<file path="src/design/bank_state_regs.vh">
`ifndef BANK_STATE_REGS_VH
`define BANK_STATE_REGS_VH
// Command opcodes on the decoded command port
`define CMD_NOP      4'h0
`define CMD_ACT      4'h1
`define CMD_RD       4'h2
`define CMD_WR       4'h3
`define CMD_PRE      4'h4
`define CMD_PREALL   4'h5
`define CMD_MRR      4'h6
`define CMD_MRW      4'h7
`define CMD_BURSTEND 4'h8
`define CMD_REFPB    4'h9
`define CMD_REFAB    4'hA
`define CMD_SRE      4'hB
// Bank states
`define ST_IDLE      4'h0
`define ST_ACTING    4'h1
`define ST_ACTIVE    4'h2
`define ST_READING   4'h3
`define ST_WRITING   4'h4
`define ST_READ_AP   4'h5
`define ST_WRITE_AP  4'h6
`define ST_PRECHG    4'h7
`define ST_IDLE_MRR  4'h8
`define ST_ACT_MRR   4'h9
`define ST_MRW       4'hA
`define ST_RESETTING 4'hB
`define ST_RST_MRR   4'hC
`define ST_POWERON   4'hD
`define ST_REFRESH   4'hE
// Timing in ns and derived cycle counts at 100 ns per cycle
`define CLK_NS         100
`define PRECHARGE_NS   300
`define ACT_COL_NS     300
`define MODE_READ_NS   200
`define MODE_WRITE_NS  500
`define BURST_NS       400
`define REFRESH_NS     900
`define RESET_NS       1000
// Cycle counts: each ns figure rounded up to whole cycles, sized to the 4-bit timers
`define PRECHARGE_CYC  4'h3
`define ACT_COL_CYC    4'h3
`define MODE_READ_CYC  4'h2
`define MODE_WRITE_CYC 4'h5
`define BURST_CYC      4'h4
`define REFRESH_CYC    4'h9
`define RESET_CYC      4'hA
// Mode register address that acts as the reset command
`define MR_RESET_ADDR  8'h3F
`define NUM_BANKS      4
`endif

</file>
<file path="src/design/bank_cmd_tracker.v">
`include "bank_state_regs.vh"
`default_nettype none
module bank_cmd_tracker (
  input  wire        clk,
  input  wire        nrst,
  input  wire        cke,
  input  wire        exitDone,
  input  wire [3:0]  cmd,
  input  wire [1:0]  bankAddr,
  input  wire        autoPre,
  input  wire [7:0]  modeAddr,
  input  wire [31:0] writeData,
  input  wire [3:0]  write_byte_mask,
  output reg  [15:0] bankStates,
  output reg         cmdIllegal,
  output reg  [31:0] storedWord,
  output reg         allIdle
);

  // ***************************************************
  // Input synchronisers
  // ***************************************************
  reg        ckeMeta_q;
  reg        ckeSync_q;
  reg        ckePrev_q;
  reg        exitMeta_q;
  reg        exitSync_q;
  // The clock-enable and exit-done pins pass two flops before any logic sees them
  // The third enable flop keeps last cycle's sample; it and the enable both read the second
  always @(posedge clk) begin
    if (!nrst) begin
      ckeMeta_q  <= 1'b0;
      ckeSync_q  <= 1'b0;
      ckePrev_q  <= 1'b0;
      exitMeta_q <= 1'b0;
      exitSync_q <= 1'b0;
    end else begin
      ckeMeta_q  <= cke;
      ckeSync_q  <= ckeMeta_q;
      ckePrev_q  <= ckeSync_q;
      exitMeta_q <= exitDone;
      exitSync_q <= exitMeta_q;
    end
  end

  // The far side holds exitDone low until the low-power exit time is met;
  // until then commands are neither taken nor flagged
  // Commands take effect only with both clock-enable samples high
  wire cmdEnable = ckeSync_q & ckePrev_q & exitSync_q;

  // ***************************************************
  // Per-bank state and timers
  // ***************************************************
  reg [3:0]  state_q [0:`NUM_BANKS-1];
  reg [3:0]  timer_q [0:`NUM_BANKS-1];
  reg [1:0]  lastBurstBank_q;
  reg        devPowerOn_q;
  wire [`NUM_BANKS-1:0] bankIdle;
  wire [`NUM_BANKS-1:0] bankBurst;
  wire [`NUM_BANKS-1:0] bankBlocking;
  // One-hot bank decode; keeps every compare at the address width
  wire [`NUM_BANKS-1:0] bankSel = 4'h1 << bankAddr;

  genvar gi;
  generate
    for (gi = 0; gi < `NUM_BANKS; gi = gi + 1) begin : g_flag
      assign bankIdle[gi]  = (state_q[gi] == `ST_IDLE);
      // Burst states are the only ones that terminate may cut short
      assign bankBurst[gi] = (state_q[gi] == `ST_READING) | (state_q[gi] == `ST_WRITING)
                           | (state_q[gi] == `ST_READ_AP) | (state_q[gi] == `ST_WRITE_AP);
      // Device-wide states that forbid every command but no-op
      assign bankBlocking[gi] = (state_q[gi] == `ST_IDLE_MRR) | (state_q[gi] == `ST_ACT_MRR)
                              | (state_q[gi] == `ST_MRW) | (state_q[gi] == `ST_RST_MRR)
                              | (state_q[gi] == `ST_REFRESH);
    end
  endgenerate

  wire allBanksIdle = &bankIdle;
  wire anyBlocking  = |bankBlocking;
  wire resetCmd     = (cmd == `CMD_MRW) && (modeAddr == `MR_RESET_ADDR);
  // Resetting moves all banks together, so bank 0 speaks for the device
  wire inResetting  = (state_q[0] == `ST_RESETTING);
  wire isNop        = (cmd == `CMD_NOP);

  // Precharge-all legality: every bank idle, active, or precharging
  // An opening or bursting bank cannot be closed yet, so the whole command is refused
  reg preAllOk;
  integer pk;
  always @* begin
    preAllOk = 1'b1;
    for (pk = 0; pk < `NUM_BANKS; pk = pk + 1) begin
      if (bankBurst[pk] || bankBlocking[pk] || state_q[pk] == `ST_ACTING) begin
        preAllOk = 1'b0;
      end
    end
  end

  // Legality of the current command against the addressed bank and the rest
  // Order of the tests matters: power-on admits only the reset write,
  // and a mode access or refresh in flight shuts out everything but no-op
  // Limitation: a mode read aimed at a row-opening or closing bank
  // ends in idle, so the row must be opened again afterwards
  reg legal;
  reg [3:0] tgt;
  always @* begin
    tgt   = state_q[bankAddr];
    legal = 1'b0;
    if (isNop) begin
      legal = 1'b1;
    end else if (devPowerOn_q) begin
      legal = resetCmd;
    end else if (anyBlocking) begin
      legal = 1'b0;
    end else if (inResetting) begin
      legal = (cmd == `CMD_MRR);
    end else begin
      case (cmd)
        `CMD_ACT: legal = (tgt == `ST_IDLE);
        `CMD_RD: legal = (tgt == `ST_ACTIVE) || (tgt == `ST_READING)
                       || (tgt == `ST_WRITING);
        `CMD_WR: legal = (tgt == `ST_ACTIVE) || (tgt == `ST_READING)
                       || (tgt == `ST_WRITING);
        `CMD_PRE: legal = (tgt == `ST_IDLE) || (tgt == `ST_ACTIVE)
                        || (tgt == `ST_PRECHG);
        `CMD_PREALL: legal = preAllOk;
        `CMD_MRR: legal = (tgt == `ST_IDLE) || (tgt == `ST_ACTIVE)
                        || (tgt == `ST_ACTING) || (tgt == `ST_PRECHG);
        `CMD_MRW: legal = allBanksIdle;
        `CMD_BURSTEND: legal = bankBurst[lastBurstBank_q]
                             && (lastBurstBank_q == bankAddr);
        `CMD_REFPB: legal = (tgt == `ST_IDLE);
        `CMD_REFAB: legal = allBanksIdle;
        `CMD_SRE: legal = allBanksIdle;
        default: legal = 1'b0;
      endcase
    end
  end

  // Refused and ignored commands both leave every state untouched
  wire take = cmdEnable && !isNop && legal;

  // Each bank advances on its own timer, reacting to commands it is hit by
  genvar bi;
  generate
    for (bi = 0; bi < `NUM_BANKS; bi = bi + 1) begin : g_bank
      wire hit = take && bankSel[bi];
      // Device-wide commands come first so they reach every bank alike;
      // bank-specific commands only move the bank that the decode selects
      always @(posedge clk) begin
        if (!nrst) begin
          state_q[bi] <= `ST_POWERON;
          timer_q[bi] <= 4'h0;
        end else if (take && resetCmd && devPowerOn_q) begin
          state_q[bi] <= `ST_RESETTING;
          timer_q[bi] <= `RESET_CYC;
        end else if (take && cmd == `CMD_MRR && inResetting) begin
          state_q[bi] <= `ST_RST_MRR;
          timer_q[bi] <= `MODE_READ_CYC;
        end else if (take && cmd == `CMD_MRW) begin
          state_q[bi] <= `ST_MRW;
          timer_q[bi] <= `MODE_WRITE_CYC;
        end else if (take && cmd == `CMD_REFAB) begin
          state_q[bi] <= `ST_REFRESH;
          timer_q[bi] <= `REFRESH_CYC;
        end else if (take && cmd == `CMD_PREALL) begin
          state_q[bi] <= `ST_PRECHG;
          timer_q[bi] <= `PRECHARGE_CYC;
        end else if (hit && cmd == `CMD_ACT) begin
          state_q[bi] <= `ST_ACTING;
          timer_q[bi] <= `ACT_COL_CYC;
        end else if (hit && (cmd == `CMD_RD || cmd == `CMD_WR)) begin
          // Auto-precharge bursts close the row themselves
          if (cmd == `CMD_RD) begin
            state_q[bi] <= autoPre ? `ST_READ_AP : `ST_READING;
          end else begin
            state_q[bi] <= autoPre ? `ST_WRITE_AP : `ST_WRITING;
          end
          timer_q[bi] <= autoPre ? `BURST_CYC + `PRECHARGE_CYC : `BURST_CYC;
        end else if (hit && cmd == `CMD_PRE) begin
          state_q[bi] <= `ST_PRECHG;
          timer_q[bi] <= `PRECHARGE_CYC;
        end else if (hit && cmd == `CMD_MRR) begin
          state_q[bi] <= (state_q[bi] == `ST_ACTIVE) ? `ST_ACT_MRR : `ST_IDLE_MRR;
          timer_q[bi] <= `MODE_READ_CYC;
        end else if (hit && cmd == `CMD_BURSTEND) begin
          state_q[bi] <= `ST_ACTIVE;
          timer_q[bi] <= 4'h0;
        end else if (hit && cmd == `CMD_REFPB) begin
          state_q[bi] <= `ST_REFRESH;
          timer_q[bi] <= `REFRESH_CYC;
        end else if (timer_q[bi] > 4'h1) begin
          timer_q[bi] <= timer_q[bi] - 4'h1;
        end else if (timer_q[bi] == 4'h1) begin
          timer_q[bi] <= 4'h0;
          // Timed states finish into their documented resting state
          case (state_q[bi])
            `ST_ACTING:   state_q[bi] <= `ST_ACTIVE;
            `ST_READING:  state_q[bi] <= `ST_ACTIVE;
            `ST_WRITING:  state_q[bi] <= `ST_ACTIVE;
            `ST_ACT_MRR:  state_q[bi] <= `ST_ACTIVE;
            `ST_MRW:      state_q[bi] <= `ST_IDLE;
            default:      state_q[bi] <= `ST_IDLE;
          endcase
        end
      end
    end
  endgenerate

  // ***************************************************
  // Burst owner, power-on flag and write masking
  // ***************************************************
  // Remember which bank holds the latest burst so terminate hits only it
  // A newer read or write takes ownership even when it goes to another bank
  always @(posedge clk) begin
    if (!nrst) begin
      lastBurstBank_q <= 2'h0;
      devPowerOn_q    <= 1'b1;
    end else begin
      if (take && (cmd == `CMD_RD || cmd == `CMD_WR)) begin
        lastBurstBank_q <= bankAddr;
      end
      if (take && resetCmd && devPowerOn_q) begin
        devPowerOn_q <= 1'b0;
      end
    end
  end

  // Writes storage per byte; mask sampled with the same edge as the data
  // Trade-off: one shared word stands in for the array, fed by any writing bank
  reg        writeActive;
  integer    wb;
  always @* begin
    writeActive = 1'b0;
    for (wb = 0; wb < `NUM_BANKS; wb = wb + 1) begin
      if (state_q[wb] == `ST_WRITING || state_q[wb] == `ST_WRITE_AP) begin
        writeActive = 1'b1;
      end
    end
  end

  // Next word lane by lane; a masked lane keeps its old byte
  wire [31:0] storedWord_d;
  genvar by;
  generate
    for (by = 0; by < 4; by = by + 1) begin : g_byte
      assign storedWord_d[8*by+7:8*by] = (writeActive && !write_byte_mask[by])
                                       ? writeData[8*by+7:8*by]
                                       : storedWord[8*by+7:8*by];
    end
  endgenerate

  // One clocked process owns the whole word, so each bit has a single driver
  always @(posedge clk) begin
    if (!nrst) begin
      storedWord <= 32'h00000000;
    end else begin
      storedWord <= storedWord_d;
    end
  end

  // ***************************************************
  // Registered outputs
  // ***************************************************
  // bankStates and allIdle both trail the internal state by one cycle
  // Flag rides one cycle after the offending command; state never moves on it
  always @(posedge clk) begin
    if (!nrst) begin
      bankStates <= {4{`ST_POWERON}};
      cmdIllegal <= 1'b0;
      allIdle    <= 1'b0;
    end else begin
      bankStates <= {state_q[3], state_q[2], state_q[1], state_q[0]};
      cmdIllegal <= cmdEnable && !isNop && !legal;
      allIdle    <= allBanksIdle;
    end
  end

endmodule
`default_nettype wire

</file>
<file path="config.mk">
export PLATFORM = sky130hd
export DESIGN_NAME = bank_cmd_tracker
export DESIGN_NICKNAME = d
export VERILOG_FILES = /design/src/design/bank_cmd_tracker.v
export VERILOG_INCLUDE_DIRS = /design/src /design/src/design
export SDC_FILE = /design/constraint.sdc
export NUM_CORES = 1
export LEC_CHECK = 0
export ABC_AREA = 1
export ABC_CLOCK_PERIOD_IN_PS = 3800
export BUFFER_PORTS_ARGS = -buffer_cell sky130_fd_sc_hd__buf_2
export CAP_MARGIN = 20
export CORE_ASPECT_RATIO = 0.7
export CORE_MARGIN = 2
export CORE_UTILIZATION = 36
export CTS_BUF_LIST = sky130_fd_sc_hd__clkbuf_8
export CTS_CLUSTER_DIAMETER = 60
export DETAILED_ROUTE_END_ITERATION = 8
export GPL_TIMING_DRIVEN = 0
export PLACE_DENSITY = 0.64
export REMOVE_ABC_BUFFERS = 1
export SLEW_MARGIN = 0
export SYNTH_ARGS = -nofsm -noshare
export SYNTH_HDL_FRONTEND = slang
export SYNTH_SLANG_ARGS = --single-unit
</file>
<file path="constraint.sdc">
create_clock -name clk -period 3.8 [get_ports clk]
set_input_delay 0.76 -clock clk [delete_from_list [all_inputs] [get_ports clk]]
set_output_delay 0.76 -clock clk [all_outputs]
set_load 0.01 [all_outputs]
</file>
### After elaboration in Yosys (flattened, before gate mapping)

Memories as Yosys holds them, arrays and structs flattened.
Cells that the tools add are included.

* add/subtract/negate cells: 4
* $lt $le $gt $ge: 5
* eq/ne operators: 67
* shift-type cells: 1
* muxes and demuxes: 998
* bitwise gates (word level): 154
* reduce and logical (&&, ||, !) cells: 85

Operators with widths (count)
* two-way mux 1 bit: 869
* two-way mux 4 bit: 124
* bitwise OR 1 bit: 152
* == test 4 bit, second input constant: 25
* == test 4 x 3 -> 1 bit, second input constant: 18
* == test 4 x 2 -> 1 bit, second input constant: 12
* logical AND 1 bit: 45
* == test 4 x 1 -> 1 bit, second input constant: 10
* logical NOT 4 bit: 6
* OR reduction 5 bit: 4
* logical OR 1 bit: 19
* greater-than comparator 4 x 1 -> 1 bit, second input constant: 4
* subtractor 4 x 1 -> 4 bit, second input constant: 4
* == test 8 x 6 -> 1 bit, second input constant: 1
* case mux 1 bit (7 select lines): 1
* logical NOT 1 bit: 6
* two-way mux 2 bit: 2
* AND reduction 4 bit: 1
* OR reduction 2 bit: 2
* OR reduction 4 bit: 1
* << shifter 1 x 2 -> 4 bit, first input constant: 1
* < comparator 2 x 3 -> 1 bit, second input constant: 1
* two-way mux 3 bit: 1
* OR reduction 3 bit: 1
* other kinds (3): 4

* flip-flop bits (word level): 58
* bits in writable memories: 32
* input port bits: 55
* output and inout port bits: 50
* word-level logic and storage cells: 1330
* memories: 2

Memories
* state_q: words 4, width 4, read ports 5, clocked after memory_dff 0, write ports 4, RTL line bank_cmd_tracker.v:54 `` reg [3:0] state_q [0:`NUM_BANKS-1]; ``
* timer_q: words 4, width 4, read ports 4, clocked after memory_dff 0, write ports 4, RTL line bank_cmd_tracker.v:55 `` reg [3:0] timer_q [0:`NUM_BANKS-1]; ``

### Longest topological paths before layout

Gate-level depths: netlist of the first run.
An unclocked memory read counts as a cell.

* word-level depth: 41
* depth in mapped cells: 28
* gate-level depth less buffers: 27

### Worst setup path before layout of the first run

No wires, ideal clock.

* path kind: input to register
* start: input bankAddr[1]
* end: memory state_q[1][0], enable pin
* library setup time: 0.312 ns
* data arrival time: 2.793 ns
* required time: 3.488 ns
* path slack: 0.694 ns
* cell stages on the path: 25
* buffers on the path: 2
* cell sequence: buf_6 > buf_6 > nand3_1 > nand2_1 > nor2_1 > nor2_1 > nand2_1 > nand2_1 > nand2_1 > nand2_1 > inv_1 > nand2_1 > nand2_1 > nand2_1 > nand2_2 > nand2_8 > nand2_8 > nor2_4 > nand2_1 > inv_2 > nor2_2 > nand2_4 > nor3_1 > nand2_1 > nand3_1

RTL lines
* start: declaration: RTL line bank_cmd_tracker.v:9 `input wire [1:0] bankAddr,`
* end: declaration: RTL line bank_cmd_tracker.v:54

==> results.sh, run 1 <==
export IMPL_place_congestion=1.01
export IMPL_synth_fa_ha_area_frac=0.0165
export IMPL_start_kind="input pin"
export IMPL_syn_inst=918
export IMPL_n_fill_cell=1753
export IMPL_root_buffer="clkbuf_8"
export IMPL_critPathKind="input pin to flip-flop"
export IMPL_cp_common_cell="inv_1"
export IMPL_wirelength_um=18800
export IMPL_drtAntennaViolNets=0
export IMPL_synth_top_family_by_area="simple AND/OR/NAND/NOR gates"
export IMPL_cts_sink_count=90
export IMPL_max_stage_delay_ns=0.40
export IMPL_cp_end_kind="flip-flop"
export IMPL_die_area_um2=17900
export IMPL_yosysWarningCount=0
export IMPL_swShare=0.349
export IMPL_grt_max_degree=46
export IMPL_num_rows=39
export IMPL_clockBufferDepth=2
export IMPL_fin_crit_ns=3.60
export IMPL_clk_pin_slew_worst_paths_ns=0.10
export IMPL_skew_ns=0.0154
export IMPL_vias_per_cell=5.02
export IMPL_power_density_nw_per_um2=400
export IMPL_clock_latency_ns=0.38
export IMPL_crit_chain="buf_2, inv_1, nand2_1, nor3_4, inv_1, nor3_4, nor2_1, nand2_8, nand2_8, nor2_2, inv_1, nor2_1, inv_1, nand3_2, inv_1, nand2_1, nor3_1, nand3_1"
export IMPL_yosysSeqAreaShare=0.350
export IMPL_path_delay_family="simple AND/OR/NAND/NOR gates"
export IMPL_p_int_mw=1.85
export IMPL_ys_ff_latch=90
export IMPL_syn_area_per_cell_um2=6.60
export IMPL_grt_setup_unrepaired="no"
export IMPL_synthMuxAreaShare=0
export IMPL_p_switching_mw=0.993
export IMPL_route_detailed_drc=0
export IMPL_drive_above_1_share=0.190
export IMPL_layout_common_cells="194 x nand2_1, 184 x nor2_1, 117 x inv_1"
export IMPL_io_buffers=104
export IMPL_track_usage=0.212
export IMPL_cp_data_arrival_time_ns=3.84
export IMPL_instances_no_fill=1256
export IMPL_fp_dieW_um=159
export IMPL_power_frac_seq=0.445
export IMPL_ios=105
export IMPL_syn2layout_area_growth_pct=17.5
export IMPL_synth_compound_gate_area_share=0.0857
export IMPL_period_share=0.947
export IMPL_hpwlAfterDp_um=14500
export IMPL_core_um2=16400
export IMPL_clock_power_share=0.266
export IMPL_start_util=0.370
export IMPL_max_slew_margin=0.402
export IMPL_cts_buffers=9
export IMPL_hold_viol_final=0
export IMPL_antenna_found_initial=0
export IMPL_worst_pin_slew_ns=0.897
export IMPL_grt_pass1_vias=5699
export IMPL_cts_htree_levels=3
export IMPL_hp_class="flip-flop to flip-flop"
export IMPL_critPathBufInv=6
export IMPL_vdd_drop_max_v=0.000194
export IMPL_cts_tree="done"
export IMPL_yosys_area_share_xor_xnor=0.00578
export IMPL_die_height_um=113
export IMPL_gr_total_overflow=0
export IMPL_finalHoldWorstSlack_ns=0.419
export IMPL_synthSimpleGateAreaFrac=0.437
export IMPL_p_leak_nw=3.59
export IMPL_outcome="finished, final reports clean"
export IMPL_grt_pass1_wl_um=30200
export IMPL_worstPathMaxFanout=10
export IMPL_crit_required_ns=4.04
export IMPL_place_inst=1228
export IMPL_fin_nets=1089
export IMPL_slew_violations=0
export IMPL_tns_ns=0
export IMPL_final_common_cell="nand2_1"
export IMPL_max_cap_viol_count=0
export IMPL_synthesis_area_um2=6060
export IMPL_drtIter0Drc=651
export IMPL_dr_pass1_iters=5
export IMPL_postCtsHoldBufs=0
export IMPL_max_freq_ghz=0.278
export IMPL_yosysUniqueCellTypes=47
export IMPL_drt_wirelength_per_cell_um=15.0
export IMPL_antenna_diode_count=0
export IMPL_p_comb_frac=0.288
export IMPL_fin_util=0.434
export IMPL_route_vias_total=6305
export IMPL_cp_slowest_cell="nor3_4"
export IMPL_setup_violations=0
-- registers in the layout, indices dropped and copies added, names as in the netlist --
name and count:
bankStates 16, ckeMeta_q 1, exitMeta_q 1, devPowerOn_q 1
exitSync_q 1, lastBurstBank_q 2, timer_q 16, storedWord 32
state_q 16, cmdIllegal 1, ckeSync_q 1, ckePrev_q 1
allIdle 1
-- worst register-to-register path, delay by kind of cell, from the launching register on --
family	cells	cell delay [ns]
buf+inv	4	0.52
simple gates	19	2.35
flops	1	0.48
-- cell usage after synthesis, drive strengths merged --
| cell type | count | area (um2) |
|---|---|---|
| nor2 | 207 | 873 |
| nand2 | 205 | 853 |
| inv | 129 | 499 |
| nand3 | 85 | 445 |
| dfxtp | 58 | 1160 |
| o21ai | 57 | 285 |
| edfxtp | 32 | 961 |
| nand4 | 29 | 188 |
| nor3 | 24 | 131 |
| a21oi | 18 | 90.1 |
| clkbuf | 11 | 42.5 |
| buf | 9 | 81.3 |
| ha | 8 | 100 |
| o211ai | 8 | 70.1 |
| nand3b | 6 | 45.0 |
| nor4 | 6 | 43.8 |
| or2 | 6 | 37.5 |
| o31ai | 5 | 51.3 |
| clkinv | 4 | 15.0 |
| xor2 | 4 | 35.0 |
| nor3b | 2 | 15.0 |
| a221oi | 1 | 8.76 |
| a22oi | 1 | 7.51 |
| a31oi | 1 | 6.26 |
| and2 | 1 | 6.26 |
| and3 | 1 | 6.26 |
-- final timing paths --
| path | from | endpoint | slack, ns | cells past startpoint |
|---|---|---|---|---|
| max | cmd[3] | timer_q[1][0] | 0.20 | 18 |
| min | ckeMeta_q | ckeSync_q | 0.42 | 2 |
| max reg2reg | state_q[1][1] | timer_q[1][0] | 0.34 | 23 |
| min reg2reg | ckeMeta_q | ckeSync_q | 0.42 | 2 |
-- layer usage --
layer  part of all wire  up-vias  track usage
met1               0.50     2835        0.321
met2               0.39      258        0.290
met4             0.0099        0       0.0424
li1                   -     3193            -
met5                  0        -            0
met3               0.11       19       0.0706
-- cell type report --
cell class                      count  area, um2  area share
Multi-Input combinational cell    675       3340       0.470
Sequential cell                    90       2120       0.298
Timing Repair Buffer              117        636      0.0893
Inverter                          133        518      0.0728
Tap cell                          225        282      0.0395
Clock buffer                        9        124      0.0174
Clock inverter                      7       92.6      0.0130
-- per-stage QoR --
step / power [mW] / instance area (um2) / setup WS [ns]
floorplan: 1.83 / 5940 / 0.719
global placement: 2.07 / 6740 / -1.09
detailed placement: 2.08 / 6760 / -0.429
CTS: 2.84 / 6980 / 0.0585
global route: 3.05 / 7120 / 0.0162
finish: 2.84 / 7120 / 0.202
-- power groups by stage --
stage,Clock [mW],Sequential [mW],Combinational [mW]
floorplan,0,1.28,0.555
global placement,0,1.29,0.783
detailed placement,0,1.29,0.792
CTS,0.772,1.27,0.799
global route,0.817,1.29,0.947
finish,0.757,1.27,0.820
-- cell families (layout without fill, tap and decap cells) --
family / count (synthesis) / count (layout)
adder cells (fa/ha/maj): 8 / 8
flip-flops: 90 / 90
buffers and inverters: 153 / 266
AO/OA/AOI/OAI: 91 / 91
XOR/XNOR: 4 / 4
AND/OR/NAND/NOR: 572 / 572
-- timing repair --
item,CTS,global route
setup buffers,0,12
resized for setup,1,14
pin swaps,0,2
setup endpoints to repair,1,51
(Power assumes the default switching activity.)
==> run 2: changes to the inputs <==
ABC_CLOCK_PERIOD_IN_PS = 4500   (was 3800)
clock period = 4.5 ns   (was 3.8 ns; I/O delays follow)
==> results.sh, run 2 (synthesized netlist as in run 1, its figures left out) <==
export IMPL_fin_crit_ns=4.16
export IMPL_max_stage_delay_ns=0.56
export IMPL_max_cap_viol_count=0
export IMPL_path_depth=17
export IMPL_drtAntennaViolNets=0
export IMPL_drive_above_1_share=0.171
export IMPL_cp_common_cell="nand3_1"
export IMPL_min_to="ckeSync_q"
export IMPL_fin_nets=1077
export IMPL_post_cts_buffers=0
export IMPL_place_inst=1228
export IMPL_io_buffers=104
export IMPL_path_delay_family="simple AND/OR/NAND/NOR gates"
export IMPL_start_util=0.370
export IMPL_crit_chain="buf_2, inv_1, nand2_1, nor3_4, inv_1, nor3_1, nor2_1, nand2_8, nand2_8, inv_8, nand3_1, nand3_1, nand3_1, inv_1, nand2_1, nor3_1, nand3_1"
export IMPL_cp_slowest_cell="nor3_1"
export IMPL_start_kind="input pin"
export IMPL_fin_util=0.425
export IMPL_cp_end_kind="flip-flop"
export IMPL_route_detailed_drc=0
export IMPL_grt_pass1_vias=5699
export IMPL_largest_reg_flops=32
export IMPL_track_usage=0.212
export IMPL_min_path_cells=2
export IMPL_die_height_um=113
export IMPL_final_area_um2=6970
export IMPL_vdd_drop_max_v=0.000163
export IMPL_hold_viol_final=0
export IMPL_worstPathMaxFanout=10
export IMPL_rr_endpoint="timer_q[1][0]"
export IMPL_cts_tree="done"
export IMPL_cts_sink_count=90
export IMPL_post_dp_cell_area_um2=6760
export IMPL_critPathKind="input pin to flip-flop"
export IMPL_num_rows=39
export IMPL_hold_start="ckeMeta_q"
export IMPL_drtIter0Drc=684
export IMPL_slew_violations=0
export IMPL_grt_max_degree=46
export IMPL_fp_dieW_um=159
export IMPL_tns_ns=0
export IMPL_instances_no_fill=1244
export IMPL_cts_buffers=9
export IMPL_cts_htree_levels=3
export IMPL_hpwlAfterDp_um=14500
export IMPL_antenna_found_initial=0
export IMPL_grt_pass1_wl_um=30200
export IMPL_postCtsHoldBufs=0
export IMPL_vias_per_cell=5.03
export IMPL_skew_ns=0.0153
export IMPL_power_density_nw_per_um2=342
export IMPL_max_slew_margin=0.251
export IMPL_setup_violations=0
export IMPL_period_share=0.925
export IMPL_gr_total_overflow=0
export IMPL_final_common_cell="nand2_1"
export IMPL_die_area_um2=17900
export IMPL_cts_resized=0
export IMPL_clockBufferDepth=2
export IMPL_wirelength_um=18600
export IMPL_layout_common_cells="194 x nand2_1, 189 x nor2_1, 117 x inv_1"
export IMPL_finalHoldWorstSlack_ns=0.419
export IMPL_r2r_cells=22
export IMPL_finalPower_mw=2.38
export IMPL_cp_data_arrival_time_ns=4.28
export IMPL_dr_pass1_iters=6
export IMPL_ios=105
export IMPL_syn2layout_area_growth_pct=15.1
export IMPL_crit_required_ns=4.62
export IMPL_drt_wirelength_per_cell_um=14.9
export IMPL_max_freq_ghz=0.240
export IMPL_dpl_worst_slack_ns=0.131
export IMPL_worst_pin_slew_ns=1.12
export IMPL_root_buffer="clkbuf_8"
export IMPL_largest_register="storedWord"
export IMPL_clk_pin_slew_worst_paths_ns=0.10
export IMPL_grt_setup_unrepaired="no"
export IMPL_p_leak_nw=3.50
export IMPL_critPathBufInv=5
export IMPL_setup_ws_ns=0.338
export IMPL_outcome="finished, final reports clean"
export IMPL_clock_latency_ns=0.38
export IMPL_hp_class="flip-flop to flip-flop"
export IMPL_core_um2=16400
export IMPL_rrSetupSlack_ns=0.59
export IMPL_route_vias_total=6256
export IMPL_antenna_diode_count=0
export IMPL_regToRegStartpoint="state_q[0][3]"
export IMPL_place_congestion=1.01
## run 2: cell types whose count changed in the layout (fill, tap and decap cells not counted), sizes merged
| cell | change |
|---|---|
| clkinv | +1 |
| clkbuf | -2 |
| clkinvlp | -1 |
| buf | -10 |
## run 2: metal layers
layer,vias up,track usage,wire length [um]
met5,-,0,0
met4,0,0.0424,200
met3,24,0.0706,2240
met2,274,0.290,7090
met1,2780,0.321,9060
li1,3178,-,-
## run 2: final cells by class
| type | count | area (um2) |
|---|---|---|
| Clock buffer | 9 | 124 |
| Clock inverter | 7 | 92.6 |
| Fill cell | 1780 | 9420 |
| Inverter | 133 | 514 |
| Multi-Input combinational cell | 675 | 3300 |
| Sequential cell | 90 | 2120 |
| Tap cell | 225 | 282 |
| Timing Repair Buffer | 105 | 541 |
## run 2: how the worst max path moves through the flow
stage               slack (ns)    from       endpoint
floorplan                 1.28  cmd[3]  state_q[3][0]
global placement         -0.53    nrst  timer_q[3][1]
detailed placement        0.13  cmd[3]  timer_q[1][0]
CTS                       0.53  cmd[3]  timer_q[1][0]
global route              0.14  cmd[3]  timer_q[1][0]
finish                    0.34  cmd[3]  timer_q[1][0]
## run 2: worst register-to-register path: cells and delay by family, from the launching register on
kind | cells | cell delay (ns)
flops | 1 | 0.53
buf+inv | 2 | 0.38
simple gates | 20 | 2.74
## run 2: report_power, final
| part | switching, mW | internal, mW |
|---|---|---|
| registers | 0.0775 | 0.995 |
| logic | 0.431 | 0.243 |
| clock network | 0.323 | 0.315 |
